**config.mk**
```make
export PLATFORM = sky130hd
export DESIGN_NAME = pfs_supervisor
export DESIGN_NICKNAME = d
export VERILOG_FILES = /design/src/shared/pfs_pkg.sv /design/src/hdl/pfs_supervisor.sv
export SDC_FILE = /design/constraint.sdc
export NUM_CORES = 1
export LEC_CHECK = 0
export ABC_AREA = 1
export BUFFER_PORTS_ARGS = -buffer_cell sky130_fd_sc_hd__buf_4
export CAP_MARGIN = 20
export CORE_ASPECT_RATIO = 0.9
export CORE_UTILIZATION = 25
export DETAILED_ROUTE_END_ITERATION = 8
export PLACE_DENSITY_LB_ADDON = 0.25
export SYNTH_ARGS = -nofsm -noshare
export SYNTH_HDL_FRONTEND = slang
export SYNTH_SLANG_ARGS = --single-unit
```
**constraint.sdc**
```tcl
create_clock -name mclk -period 1.9 [get_ports mclk]
set_input_delay 0.38 -clock mclk [delete_from_list [all_inputs] [get_ports mclk]]
set_output_delay 0.38 -clock mclk [all_outputs]
set_load 0.05 [all_outputs]
```
**src/shared/pfs_pkg.sv**
```systemverilog
// constants and types of the power-unit fault supervisor
// ---------------------------------------------------------------------------
// Summary of operation
// - a system-rail undervoltage shuts the whole unit down at once and holds it until the enable pin is low or the rail recovers.
// - a main-supply overvoltage shuts the unit down after 100 ms, and the overvoltage condition clears itself below the low threshold.
// - a converter current limit turns both switches off until the next switching cycle, and shuts the unit down if it persists 100 ms.
// - an overload present in every switching cycle for 100 ms shuts the unit down, and one clean cycle prevents it.
// - latched channel faults hold until a main-supply-domain power-on reset or the enable pin going low.
// - after soft-start a feedback undervoltage turns both switches of that channel off at once and latches.
// - the step-up channel also checks feedback undervoltage after pre-charge and turns its switches off at once.
// - the step-up output undervoltage counts only after soft-start and shuts the unit down after 100 ms.
// - a configuration bit picks the LED overvoltage threshold, low level when 0 and high level when 1.
// - an LED overvoltage turns off only the LED channel, leaving the others running.
// - the LED shutdown is released by power-on reset together with clearing the LED enable field, or by the enable pin low.
// - over-temperature stops switching on all channels at once until the die has cooled by the hysteresis.
// ---------------------------------------------------------------------------
package pfs_pkg;
    localparam int NCH = 5;
    localparam int BOOST_CH = 0;
    localparam int CLK_HZ = 40000000;
    localparam int FAULT_DELAY_MS = 100;
    localparam int FAULT_CYCLES = FAULT_DELAY_MS * (CLK_HZ / 1000);
    localparam int CNT_W = 22;
    // delay counter slots
    localparam int CNT_MAIN_OV = 0;
    localparam int CNT_CL0 = 1;
    localparam int CNT_OL0 = 1 + NCH;
    localparam int CNT_BOOST_UV = 1 + 2 * NCH;
    localparam int NCNT = 2 + 2 * NCH;
    // register byte offsets
    localparam logic [3:0] OFS_CTRL = 4'h0;
    localparam logic [3:0] OFS_STATUS = 4'h4;
    localparam logic [3:0] OFS_MASK = 4'h8;
    localparam logic [3:0] OFS_STATE = 4'hC;
    // control fields
    localparam int CTRL_LEVEL_BIT = 0;
    localparam int CTRL_LED_LSB = 8;
    localparam int LED_FIELD_W = 5;
    localparam logic [31:0] CTRL_RESET = 32'h0000_0000;
    localparam logic [31:0] CTRL_WMASK = 32'h0000_1F01;
    // event bits of status and mask
    localparam int NEV = 6;
    localparam int EV_SYS_UV = 0;
    localparam int EV_MAIN_OV = 1;
    localparam int EV_UNIT_OFF = 2;
    localparam int EV_THERMAL = 3;
    localparam int EV_LED_OV = 4;
    localparam int EV_CH_UV = 5;
    localparam logic [NEV-1:0] EV_RESET = 6'h00;
    // comparator and pin flags as they arrive
    typedef struct packed {
        logic [NCH-1:0] ss_done;
        logic [NCH-1:0] fb_uv;
        logic [NCH-1:0] overload_flag;
        logic [NCH-1:0] cur_limit;
        logic led_ov_high;
        logic led_ov_low;
        logic boost_out_uv;
        logic precharge_done;
        logic cycle_tick;
        logic temp_cool;
        logic temp_hot;
        logic main_sense_low;
        logic main_sense_high;
        logic system_rail_ok;
        logic system_rail_uv;
        logic main_supply_domain_por;
        logic channel_group_enable_pin;
    } pfs_flags_t;
    localparam int FLAGS_W = $bits(pfs_flags_t);
endpackage : pfs_pkg

```
**src/hdl/pfs_supervisor.sv**
```systemverilog
// fault supervisor with wishbone register slave
//
// The address map and register access over Wishbone were left to the implementer.
`timescale 1ns/10ps
`default_nettype none
module pfs_supervisor #(
    parameter int FAULT_CYCLES = pfs_pkg::FAULT_CYCLES
) (
    input wire logic mclk,
    input wire logic reset_n,
    input wire logic wb_cyc_i,
    input wire logic wb_stb_i,
    input wire logic wb_we_i,
    input wire logic [3:0] wb_adr_i,
    input wire logic [3:0] wb_sel_i,
    input wire logic [31:0] wb_dat_i,
    output logic [31:0] wb_dat_o,
    output logic wb_ack_o,
    input wire pfs_pkg::pfs_flags_t flags_i,
    output logic unit_off_o,
    output logic [pfs_pkg::NCH-1:0] ch_off_o,
    output logic led_off_o,
    output logic stop_switching_o,
    output logic irq_o
);
    localparam int NCH = pfs_pkg::NCH;
    localparam int NCNT = pfs_pkg::NCNT;
    localparam int CW = pfs_pkg::CNT_W;
    localparam logic [CW-1:0] CNT_LAST = CW'(FAULT_CYCLES - 1);

    // byte-lane merge of a write
    function automatic logic [31:0] lane_merge(input logic [31:0] old, input logic [31:0] nw, input logic [3:0] sel);
        logic [31:0] r;
        r = old;
        for (int b = 0; b < 4; b++) begin
            if (sel[b]) begin
                r[8*b +: 8] = nw[8*b +: 8];
            end
        end
        return r;
    endfunction : lane_merge

    // ------------------------------------------------------------
    // input synchroniser
    // ------------------------------------------------------------
    logic [pfs_pkg::FLAGS_W-1:0] sync1_q;
    logic [pfs_pkg::FLAGS_W-1:0] sync2_q;
    pfs_pkg::pfs_flags_t fs;

    // two stages for every pin flag
    always_ff @(posedge mclk or negedge reset_n) begin
        if (!reset_n) begin
            sync1_q <= '0;
            sync2_q <= '0;
        end else begin
            sync1_q <= flags_i;
            sync2_q <= sync1_q;
        end
    end
    assign fs = pfs_pkg::pfs_flags_t'(sync2_q);

    // ------------------------------------------------------------
    // state and next-state
    // ------------------------------------------------------------
    logic en_low;
    logic por;
    logic tick_q;
    logic tick_rise;
    logic sysuv_q, sysuv_d;
    logic ovm_q, ovm_d;
    logic unit_q, unit_d;
    logic therm_q, therm_d;
    logic led_q, led_d;
    logic led_hit;
    logic [NCH-1:0] blank_q, blank_d;
    logic [NCH-1:0] fbl_q, fbl_d;
    logic [NCH-1:0] fb_set;
    logic [NCH-1:0] ol_cur_q, ol_prev_q;
    logic [NCH-1:0] cl_cur_q, cl_prev_q;
    logic [NCNT-1:0] qual;
    logic [NCNT-1:0] done;
    logic [CW-1:0] cnt_q [NCNT];
    logic [31:0] ctrl_q, ctrl_d;
    logic [pfs_pkg::NEV-1:0] status_q, status_d, mask_q, mask_d, ev, w1c;
    logic [31:0] state_word;
    logic [31:0] rd_d;
    logic req, wr, hit_ctrl, hit_status, hit_mask, hit_state;
    logic level_sel;

    assign en_low = !fs.channel_group_enable_pin;
    assign por = fs.main_supply_domain_por;
    assign tick_rise = fs.cycle_tick && !tick_q;
    assign level_sel = ctrl_q[pfs_pkg::CTRL_LEVEL_BIT];

    // system rail undervoltage: set wins, released by enable low or recovery
    assign sysuv_d = fs.system_rail_uv ? 1'b1 : ((en_low || fs.system_rail_ok) ? 1'b0 : sysuv_q);
    // main overvoltage condition with self-clearing hysteresis
    assign ovm_d = fs.main_sense_high ? 1'b1 : (fs.main_sense_low ? 1'b0 : ovm_q);
    // unit shutdown latched when any delay expires
    assign unit_d = (|done) ? 1'b1 : ((por || en_low) ? 1'b0 : unit_q);
    // thermal stop with cool-down release
    assign therm_d = fs.temp_hot ? 1'b1 : (fs.temp_cool ? 1'b0 : therm_q);
    // led overvoltage threshold pick and channel-only latch
    assign led_hit = level_sel ? fs.led_ov_high : fs.led_ov_low;
    assign led_d = led_hit ? 1'b1 : ((por || en_low) ? 1'b0 : led_q);
    // current-limit blanking to the next switching cycle
    assign blank_d = fs.cur_limit | (tick_rise ? '0 : blank_q);

    // feedback undervoltage qualified by soft-start, plus boost pre-charge check
    always_comb begin
        fb_set = fs.fb_uv & fs.ss_done;
        fb_set[pfs_pkg::BOOST_CH] = fs.fb_uv[pfs_pkg::BOOST_CH]
            && (fs.ss_done[pfs_pkg::BOOST_CH] || fs.precharge_done);
    end
    assign fbl_d = fb_set | ((por || en_low) ? '0 : fbl_q);

    // qualifying conditions of the delay counters
    always_comb begin
        qual = '0;
        qual[pfs_pkg::CNT_MAIN_OV] = ovm_q;
        qual[pfs_pkg::CNT_CL0 +: NCH] = cl_prev_q;
        qual[pfs_pkg::CNT_OL0 +: NCH] = ol_prev_q;
        qual[pfs_pkg::CNT_BOOST_UV] = fs.boost_out_uv && fs.ss_done[pfs_pkg::BOOST_CH];
        for (int i = 0; i < NCNT; i++) begin
            done[i] = qual[i] && (cnt_q[i] == CNT_LAST);
        end
    end

    // ------------------------------------------------------------
    // fault state registers
    // ------------------------------------------------------------
    always_ff @(posedge mclk or negedge reset_n) begin
        if (!reset_n) begin
            tick_q <= 1'b0;
            sysuv_q <= 1'b0;
            ovm_q <= 1'b0;
            unit_q <= 1'b0;
            therm_q <= 1'b0;
            led_q <= 1'b0;
            blank_q <= '0;
            fbl_q <= '0;
        end else begin
            tick_q <= fs.cycle_tick;
            sysuv_q <= sysuv_d;
            ovm_q <= ovm_d;
            unit_q <= unit_d;
            therm_q <= therm_d;
            led_q <= led_d;
            blank_q <= blank_d;
            fbl_q <= fbl_d;
        end
    end

    // per-cycle presence of overload and current limit
    always_ff @(posedge mclk or negedge reset_n) begin
        if (!reset_n) begin
            ol_cur_q <= '0;
            ol_prev_q <= '0;
            cl_cur_q <= '0;
            cl_prev_q <= '0;
        end else if (tick_rise) begin
            ol_prev_q <= ol_cur_q | fs.overload_flag;
            cl_prev_q <= cl_cur_q | fs.cur_limit;
            ol_cur_q <= '0;
            cl_cur_q <= '0;
        end else begin
            ol_cur_q <= ol_cur_q | fs.overload_flag;
            cl_cur_q <= cl_cur_q | fs.cur_limit;
        end
    end

    // 100 ms delay counters, cleared whenever the fault is absent
    always_ff @(posedge mclk or negedge reset_n) begin
        if (!reset_n) begin
            for (int i = 0; i < NCNT; i++) begin
                cnt_q[i] <= '0;
            end
        end else begin
            for (int i = 0; i < NCNT; i++) begin
                if (!qual[i]) begin
                    cnt_q[i] <= '0;
                end else if (cnt_q[i] != CNT_LAST) begin
                    cnt_q[i] <= cnt_q[i] + 1'b1;
                end
            end
        end
    end

    // registered control outputs
    always_ff @(posedge mclk or negedge reset_n) begin
        if (!reset_n) begin
            unit_off_o <= 1'b0;
            ch_off_o <= '0;
            led_off_o <= 1'b0;
            stop_switching_o <= 1'b0;
        end else begin
            unit_off_o <= unit_d || sysuv_d;
            ch_off_o <= blank_d | fbl_d | {NCH{unit_d || sysuv_d || therm_d}};
            led_off_o <= led_d || unit_d || sysuv_d || therm_d;
            stop_switching_o <= therm_d;
        end
    end

    // ------------------------------------------------------------
    // wishbone slave and interrupt
    // ------------------------------------------------------------
    assign req = wb_cyc_i && wb_stb_i;
    assign wr = req && wb_we_i && wb_ack_o;
    assign hit_ctrl = (wb_adr_i == pfs_pkg::OFS_CTRL);
    assign hit_status = (wb_adr_i == pfs_pkg::OFS_STATUS);
    assign hit_mask = (wb_adr_i == pfs_pkg::OFS_MASK);
    assign hit_state = (wb_adr_i == pfs_pkg::OFS_STATE);

    // fault events for the sticky status
    assign ev[pfs_pkg::EV_SYS_UV] = sysuv_d && !sysuv_q;
    assign ev[pfs_pkg::EV_MAIN_OV] = ovm_d && !ovm_q;
    assign ev[pfs_pkg::EV_UNIT_OFF] = unit_d && !unit_q;
    assign ev[pfs_pkg::EV_THERMAL] = therm_d && !therm_q;
    assign ev[pfs_pkg::EV_LED_OV] = led_d && !led_q;
    assign ev[pfs_pkg::EV_CH_UV] = |(fbl_d & ~fbl_q);

    // write-one-to-clear, a new event wins over the clear
    assign w1c = (wr && hit_status && wb_sel_i[0]) ? wb_dat_i[pfs_pkg::NEV-1:0] : '0;
    assign status_d = (status_q & ~w1c) | ev;
    assign mask_d = (wr && hit_mask && wb_sel_i[0]) ? wb_dat_i[pfs_pkg::NEV-1:0] : mask_q;

    // control write; power-on reset clears the led enable field
    always_comb begin
        ctrl_d = ctrl_q;
        if (wr && hit_ctrl) begin
            ctrl_d = lane_merge(ctrl_q, wb_dat_i, wb_sel_i) & pfs_pkg::CTRL_WMASK;
        end
        if (por) begin
            ctrl_d[pfs_pkg::CTRL_LED_LSB +: pfs_pkg::LED_FIELD_W] = '0;
        end
    end

    // live fault state readout
    assign state_word = {11'h000, ol_prev_q, cl_prev_q, fbl_q, blank_q[0], led_q, therm_q, unit_q, ovm_q, sysuv_q};
    assign rd_d = hit_ctrl ? ctrl_q
        : hit_status ? {26'h0000000, status_q}
        : hit_mask ? {26'h0000000, mask_q}
        : hit_state ? state_word
        : 32'h0000_0000;

    // one-wait-state ack; registers update at the acked edge
    always_ff @(posedge mclk or negedge reset_n) begin
        if (!reset_n) begin
            wb_ack_o <= 1'b0;
            wb_dat_o <= 32'h0000_0000;
            ctrl_q <= pfs_pkg::CTRL_RESET;
            status_q <= pfs_pkg::EV_RESET;
            mask_q <= pfs_pkg::EV_RESET;
        end else begin
            wb_ack_o <= req && !wb_ack_o;
            wb_dat_o <= rd_d;
            ctrl_q <= ctrl_d;
            status_q <= status_d;
            mask_q <= mask_d;
        end
    end
    assign irq_o = |(status_q & mask_q);
endmodule : pfs_supervisor
`default_nettype wire

```
# After elaboration in Yosys (flattened, before gate mapping)

Index checks and enable logic that the tools add are counted.

Word-level logic and storage cells: 200
ROM bits: 0
Bits in registers: 413
Latch bits: 0
Bits in writable memories: 0
Memories: 0

Div/mod/pow operators: 0
$mul: 0
Multiplexer cells: 48
Equal/unequal tests: 39
Shifts and indexed selects: 0
Bitwise gates (word level): 13
Add/sub/neg operators: 12
Reductions and logical operators: 53
Order comparisons: 0

Operator list:

| kind                                                  | count |
|---|---|
| two-way mux 22 bit                                    | 24 |
| adder 22 x 1 -> 22 bit, second input constant         | 12 |
| == test 22 bit, second input constant                 | 12 |
| inequality test 22 bit, second input constant         | 12 |
| two-way mux 21 bit                                    | 4 |
| two-way mux 5 bit                                     | 6 |
| bitwise OR 5 bit                                      | 6 |
| logical AND 1 bit                                     | 29 |
| inequality test 2 x 1 -> 1 bit, second input constant | 12 |
| two-way mux 13 bit                                    | 1 |
| bitwise AND 6 bit                                     | 2 |
| two-way mux 1 bit                                     | 12 |
| OR reduction 12 bit                                   | 1 |
| bitwise AND 5 bit                                     | 2 |
| == test 4 bit, second input constant                  | 2 |
| zero test 1 bit                                       | 8 |
| logical OR 1 bit                                      | 8 |
| two-way mux 6 bit                                     | 1 |
| inverter 6 bit                                        | 1 |
| bitwise OR 6 bit                                      | 1 |
| OR reduction 6 bit                                    | 1 |
| inverter 5 bit                                        | 1 |
| OR reduction 5 bit                                    | 1 |
| == test 4 x 3 -> 1 bit, second input constant         | 1 |
| other kinds (3)                                       | 5 |

# Longest topological paths before layout

Gate-level depths: netlist of the first run.

Depth after elaboration: 9
Gate-level depth with buffers: 12
Gate-level depth less buffers: 12

# Worst setup path before layout of the first run

No wires, ideal clock.

Path kind: flip-flop to flip-flop
Start point: register cnt_q[198] in the netlist's numbering
End point: register ch_off_o[0] in the netlist's numbering
Slack: 283 ps
Cell stages (with the launch flop): 12
Data arrival time: 1480 ps
Library setup time: 137 ps
Path through: dfrtp_1 ha_1 nand3_1 inv_1 nand2_1 inv_1 nand3_1 nand2_1 nor2_1 nand2_1 nor2_4 nand4_1

Cells in the longest elaborated chain, start to end: 7

Ends and longest elaborated chain:

| what                              | line                  | text |
|---|---|---|
| from (decl)                       | pfs_supervisor.sv:82  | `logic [CW-1:0] cnt_q [NCNT];` |
| from (signal, indexed assignment) | pfs_supervisor.sv:183 | `cnt_q[i] <= cnt_q[i] + 1'b1;` |
| == test 22 bit                    | pfs_supervisor.sv:125 | `done[i] = qual[i] && (cnt_q[i] == CNT_LAST);` |
| logical AND 1 bit                 | pfs_supervisor.sv:125 |  |
| OR reduction 12 bit               | pfs_supervisor.sv:100 | `assign unit_d = (\|done) ? 1'b1 : ((por \|\| en_low) ? 1'b0 : unit_q);` |
| two-way mux 1 bit                 | pfs_supervisor.sv:100 |  |
| logical OR 1 bit (2 in a row)     | pfs_supervisor.sv:198 | `ch_off_o <= blank_d \| fbl_d \| {NCH{unit_d \|\| sysuv_d \|\| therm_d}};` |
| bitwise OR 5 bit                  | pfs_supervisor.sv:198 |  |
| to (signal assigned)              | pfs_supervisor.sv:198 |  |
| to (decl)                         | pfs_supervisor.sv:21  | `output logic [pfs_pkg::NCH-1:0] ch_off_o,` |

No other way between the ends.
A chain may end at the register's enable or synchronous reset.

# Worst setup path after layout of the first run

Start point: register mask_q[3] in the netlist's numbering
End point: output irq_o

Cells in the longest elaborated chain, start to end: 2

Ends and longest elaborated chain:

| what                   | line                  | text |
|---|---|---|
| from (decl)            | pfs_supervisor.sv:84  | `logic [pfs_pkg::NEV-1:0] status_q, status_d, mask_q, mask_d, ev, w1c;` |
| from (signal assigned) | pfs_supervisor.sv:253 | `mask_q <= pfs_pkg::EV_RESET;` |
| from (signal assigned) | pfs_supervisor.sv:259 | `mask_q <= mask_d;` |
| bitwise AND 6 bit      | pfs_supervisor.sv:262 | `assign irq_o = \|(status_q & mask_q);` |
| OR reduction 6 bit     | pfs_supervisor.sv:262 |  |
| to (decl)              | pfs_supervisor.sv:24  | `output logic irq_o` |

No other way between the ends.

==> results of run 1 <==
[power breakdown]
group	total, mW	switching, mW	internal, mW
Sequential	9.32	0.208	9.11
Combinational	1.53	1.01	0.523
Clock	9.52	3.79	5.72
Total	20.4	5.01	15.4
[worst min-delay path, delay by kind of cell]
| family | cells | cell delay, ns |
|---|---|---|
| compound gates | 1 | 0.07 |
| buf+inv | 2 | 0.15 |
[cell families after synthesis]
| kind of cell | synth area share [%] |
|---|---|
| AO/OA/AOI/OAI | 11.13 |
| XOR/XNOR | 2.189 |
| adder cells (fa/ha/maj) | 0.7658 |
| buffers and inverters | 7.103 |
| flip-flops | 52.71 |
| multiplexers | 0.05743 |
| other | 0.01913 |
| AND/OR/NAND/NOR | 26.02 |
[cells in the final DEF (no fill, tap or decap), drive strengths merged, types with 5 or more instances in the layout]
master,count
a31oi,29
o221a,6
xor2,38
xnor2,11
dfrtp,413
a21oi,130
nand3,149
clkinv,12
clkbuf,71
bufinv,5
o21ai,193
nor2,315
conb,11
buf,157
inv,315
a211oi,11
ha,12
nand2,397
o211ai,6
dlygate4sd3,36
nor4,38
nand4,53
nor3,112
[worst paths after layout]
kind | end | slack (ns) | cells past startpoint
worst min-delay path | ctrl_q[8] | 0.06 | 3
min in group asynchronous | mask_q[4] | 0.33 | 2
worst max-delay path | irq_o | -0.22 | 4
max in group asynchronous | cnt_q[58] | 0.88 | 3
worst max register to register | cnt_q[236] | 0.15 | 9
worst min register to register | fs[27] | 0.33 | 0
[state kept, by name, indices dropped and copies added, names as in the netlist, 5 cells and up]
name and cells:
sync1_q 33, wb_dat_o 21, fbl_q 5, cl_prev_q 5, cl_cur_q 5, status_q 6, ch_off_o 5, mask_q 6
ctrl_q 6, fs 33, ol_cur_q 5, blank_q 5, cnt_q 264, ol_prev_q 5
[timing repair]
item | in CTS | in global routing
buffers inserted | 2 | 1
endpoints found under the setup margin | 1 | 22
endpoints found under the hold margin | 70 | 0
pin swaps | 2 | 6
hold buffers | 36 | 0
gates cloned | 0 | 1
resized for setup | 2 | 28
[area by class of cell]
class | count | area, sq um | share of cell area [%]
Inverter | 315 | 1182 | 4.897
Tap cell | 1039 | 1300 | 5.384
Multi-Input combinational cell | 1549 | 8033 | 33.27
Timing Repair Buffer | 193 | 1663 | 6.887
Clock inverter | 18 | 254.0 | 1.052
Clock buffer | 71 | 1378 | 5.706
Sequential cell | 413 | 10330 | 42.80
[metal layers]
| layer | track usage [%] | wire, um | part of all wire, % |
|---|---|---|---|
| met1 | 17.95 | 24770 | 50 |
| met2 | 19.46 | 21500 | 44 |
| met3 | 1.890 | 1920 | 3.9 |
| met4 | 3.650 | 1079 | 2.2 |
| met5 | 0 | 0 | 0 |
[metrics by stage]
step	setup TNS, ns	setup slack [ns]
floorplan	0	0.2830
global placement	0	0.01499
detailed placement	0	0.02346
CTS	-0.3009	-0.3009
global route	-0.3482	-0.3133
finish	-0.2230	-0.2230
==> summary.md, run 1 <==
| Metric | Value |
|---|---|
| Status | `complete, but fails checks` |
| Failing checks | `setup timing` |
| Routed vias/inst | `4.472` |
| Core Box Area | `77670 sq um` |
| Post-synth EDFFs | `0` |
| Top cells by count, synth | `dfrtp_1, nand2_1, inv_1, nor2_1, o21ai_0` |
| Area grow syn2layout | `23.15%` |
| I/O pin count | `120` |
| Clock root buffer master | `clkbuf_16` |
| GRT overflow | `0` |
| Worst slew margin | `62.18%` |
| Final hold viol count | `0` |
| CP Data Arrival Time | `1.74 ns` |
| Top cell type by total area after synthesis | `dfrtp_1` |
| Final slew viol count | `0` |
| Mapped cell area | `approximately 20000 sq um` |
| Slowest cell delay on critical path | `0.38 ns` |
| Top delay family on crit path | `compound AO/OA/AOI/OAI gates` |
| DIE AREA | `79550 sq um` |
| Post-route cell area | `24140 sq um` |
| Setup crit start | `mask_q[3]` |
| HPWL after DPL | `35720 um` |
| Cell Area, Placed | `22010 sq um` |
| Vias in the first global route | `about 16000` |
| Final Util | `a little under a third` |
| Die width | `297.2 um` |
| Placed Instances | `3469` |
| Non-filler instance count after layout | `3598` |
| Crit. End Element | `output pin` |
| Largest net degree at the start of global routing | `between 50 and 60` |
| Drt first pass iters | `5` |
| Clock Latency Late Sink | `0.59 ns` |
| Die height | `between 200 and 300 um` |
| Leak pwr | `10.64 nW` |
| Final Cycle Share | `111.7%` |
| Asr flop ratio synth | `100.0%` |
| Fmax achieved | `471.0 MHz` |
| Final Worst Setup Slack | `-0.2230 ns` |
| Distinct cells, synth | `55` |
| Sequential area share after synthesis | `52.71%` |
| Crit-path cells | `a22o_1 -> a221oi_2 -> nand3_2 -> buf_6` |
| Nets | `about 2600` |
| CTS Buffer Depth | `3` |
| Final setup fails | `1` |
| TritonCTS Buffers | `48` |
| CTS H-tree lvls | `2` |
| Initial DRC count | `902` |
| PwrDens | `843.5 nW/um^2` |
| Most common cell in the netlist | `dfrtp_1` |
| Routed Antenna Nets | `0` |
| RD Place Congestion | `0.8585` |
| Critical Setup Path Class | `register to output pin` |
| Gate Count Post-Synth | `about 2300` |
| Fillcell total | `8223` |
| Unrepaired setup endpoints after global routing | `true` |
| CTS clk-pin slew, worst paths | `0.06 ns` |
| Initial Utilization | `25.24%` |
| Worst-Margin Slew | `0.5667 ns` |
| Via count | `16090` |
| Synth top area share | `52.71%` |
| Global-route wire length before repair | `82710 um` |
| GRT Overall Usage | `about 13%` |
| Required time of the critical path | `approximately 1.5 ns` |
| Buf/Inv on CP | `1` |
| Initial antenna violation count | `0` |
| Ys Warns | `0` |
| Peak VDD IR | `0.5194 mV` |
| Hold_sp | `wb_dat_i[8]` |
| Power, Total | `20.37 mW` |
| Hold_ws | `between 0.05 and 0.06 ns` |
| Clk_skew | `around 0.028 ns` |
| Layout cells sized above 1 | `14.34%` |
| Rows | `97` |
| RR Startpoint | `cnt_q[220]` |
| Post-Route WL | `49270 um` |
| CTS tree | `done` |
| Peak fanout along the critical path | `2` |
| Startpoint class of the critical path | `register` |
| Synth area leaders | `dfrtp_1, nand2_1, inv_1` |
| Avg Cell Area, Syn | `between 8 and 9 sq um` |
| Tmin final | `2.123 ns` |
| FF+latch count, synth | `about 410` |
| CP max stage cell | `dfrtp_1` |
| Main flop type after synthesis | `dfrtp_1` |
| Hold Path Class | `input pin to register` |
| # diodes | `0` |
| Mean routed wirelength per cell | `13.69 um` |
| Port buffer count | `85` |
| Clock Sinks | `slightly above 400` |
| Max Cap Viol | `0` |
| # DRC | `0` |
(Power assumes the default switching activity.)
==> run 2: changes to the inputs <==
--- a/config.mk
+++ b/config.mk
@@ -12,6 +12,7 @@
 export CORE_UTILIZATION = 25
 export DETAILED_ROUTE_END_ITERATION = 8
 export PLACE_DENSITY_LB_ADDON = 0.25
+export SKIP_LAST_GASP = 1
 export SYNTH_ARGS = -nofsm -noshare
 export SYNTH_HDL_FRONTEND = slang
 export SYNTH_SLANG_ARGS = --single-unit
==> summary.md, run 2 (synthesis gave the netlist of run 1 again) <==
| Metric | Value |
|---|---|
| Hold Path Cell Cnt | `3` |
| R2R Path End | `ch_off_o[3]` |
| Worst-Margin Slew | `0.5649 ns` |
| Most common library cell in the layout ignoring fill and taps | `dfrtp_1` |
| R2R setup slack | `0.15 ns` |
| Hold Path Class | `input pin to register` |
| RR Startpoint | `cnt_q[44]` |
| Clock Latency Late Sink | `0.59 ns` |
| Cells on worst reg2reg path | `11` |
| Routed vias/inst | `4.487` |
| Peak fanout along the critical path | `2` |
| Port buffer count | `85` |
| Worst slack, placed | `roughly 0.023 ns` |
| Final Cycle Share | `111.6%` |
| Buf/Inv on CP | `1` |
| CTS clk-pin slew, worst paths | `approximately 0.06 ns` |
| Critical Setup Path Class | `register to output pin` |
| Area grow syn2layout | `23.11%` |
| TritonCTS Buffers | `48` |
| GRT overflow | `0` |
| I/O pin count | `120` |
| Worst hold endpoint | `ctrl_q[8]` |
| Final slew viol count | `0` |
| Max Cap Viol | `0` |
| Post-Route WL | `49270 um` |
| Status | `complete, but fails checks` |
| Crit-path cells | `a22o_1 -> a221oi_2 -> nand3_2 -> buf_6` |
| PwrDens | `around 840 nW/um^2` |
| Core Box Area | `a little under 80000 sq um` |
| GR peak layer | `met2` |
| Leak pwr | `10.64 nW` |
| Hold_ws | `0.06079 ns` |
| Final setup fails | `1` |
| CP max stage cell | `dfrtp_1` |
| Routed Antenna Nets | `0` |
| CTS tree | `done` |
| Fmax achieved | `471.5 MHz` |
| CTS Buffer Depth | `3` |
| Setup TNS | `-0.2209 ns` |
| RD Place Congestion | `~0.86` |
| Mean routed wirelength per cell | `13.69 um` |
| Failing checks | `setup timing` |
| HPWL after DPL | `35720 um` |
| Slowest cell delay on critical path | `0.38 ns` |
| Global-route wire length before repair | `82710 um` |
| Crit. End Element | `output pin` |
| DIE AREA | `79550 sq um` |
| Tmin final | `2.121 ns` |
| Drt first pass iters | `5` |
| Unrepaired setup endpoints after global routing | `true` |
| Worst slew margin | `62.30%` |
| Top delay family on crit path | `compound AO/OA/AOI/OAI gates` |
| Final Worst Setup Slack | `-0.2209 ns` |
| Most flop-heavy register | `cnt_q` |
| GRT Overall Usage | `12.54%` |
| Startpoint class of the critical path | `register` |
| Rows | `97` |
| Required time of the critical path | `1.52 ns` |
| Final hold viol count | `0` |
| Initial DRC count | `907` |
| Hold_sp | `wb_dat_i[8]` |
| Met1 usage | `17.95%` |
| Number of flip-flops under the largest register name | `264` |
| # diodes | `0` |
| Met3 Resource Use GR | `1.890%` |
| Nets | `about 2600` |
| Via count | `16150` |
| Peak VDD IR | `0.5191 mV` |
| Clock Sinks | `413` |
| Die width | `297.2 um` |
| Clk_skew | `0.02817 ns` |
| Layout cells sized above 1 | `between 10% and 20%` |
| # DRC | `0` |
| CTS H-tree lvls | `2` |
| CP Data Arrival Time | `1.74 ns` |
| Die height | `between 200 and 300 um` |
| Largest net degree at the start of global routing | `57` |
| Vias in the first global route | `15980` |
| Clock root buffer master | `clkbuf_16` |
| GR Util met2 | `approximately a fifth` |
| Initial antenna violation count | `0` |
| Commonest non-fill, non-tap cells in the layout | `dfrtp_1, nand2_1, inv_1` |
| Initial Utilization | `25.24%` |
run 2: worst min-delay path, stage by stage:
cell and delay (ns):
buf_4 0.11, inv_1 0.04, o21ai_0 0.07
run 2: layout make-up:
cell class                 count  area (sq um)
clock buffer                  71          1378
clock inverter                18         254.0
fill                        8222         53540
inverter                     315          1182
multi-input combinational   1549          8025
sequential                   413         10330
tap                         1039          1300
timing repair buffer         193          1663
run 2: report_power, final:
part / total [mW] / internal [mW] / switching [mW]
clock: 9.51 / 5.72 / 3.79
combinational: 1.53 / 0.523 / 1.01
sequential: 9.32 / 9.11 / 0.208
total: 20.4 / 15.4 / 5.01
run 2: how the worst max path moves through the flow:
stage                     startpoint           to  slack [ns]  depth (start not counted)
after floorplan           cnt_q[198]  ch_off_o[0]        0.28                         11
after global placement    cnt_q[155]    led_off_o        0.01                         11
after detailed placement  cnt_q[154]  ch_off_o[3]        0.02                         11
after CTS                  mask_q[3]        irq_o       -0.30                          4
after global routing       mask_q[3]        irq_o       -0.31                          4
final                      mask_q[3]        irq_o       -0.22                          4
run 2: per-layer routing:
| metal | up-vias | share of wire, % |
|---|---|---|
| li1 | 8065 | - |
| met1 | 7722 | 50 |
| met2 | 285 | 44 |
| met3 | 74 | 4.1 |
| met4 | 0 | 2.2 |
| met5 | - | 0 |
run 2: timing repair:
action | in CTS | in global routing
hold buffers | 36 | 0
hold endpoints to repair | 70 | 0
setup endpoints to repair | 1 | 22
cloned | 0 | 1
buffers inserted | 2 | 1
pin swaps | 2 | 6
resized for setup | 2 | 27
run 2: through the flow:
stage	util, %	cell area (sq um)	cells	power (mW)
final	31.07	24140	3598	20.36
after global routing	31.07	24140	3598	21.33
after CTS	30.93	24030	3596	20.77
after detailed placement	28.34	22010	3469	10.96
after global placement	28.34	22010	3469	10.92
after floorplan	-	19640	2319	10.22
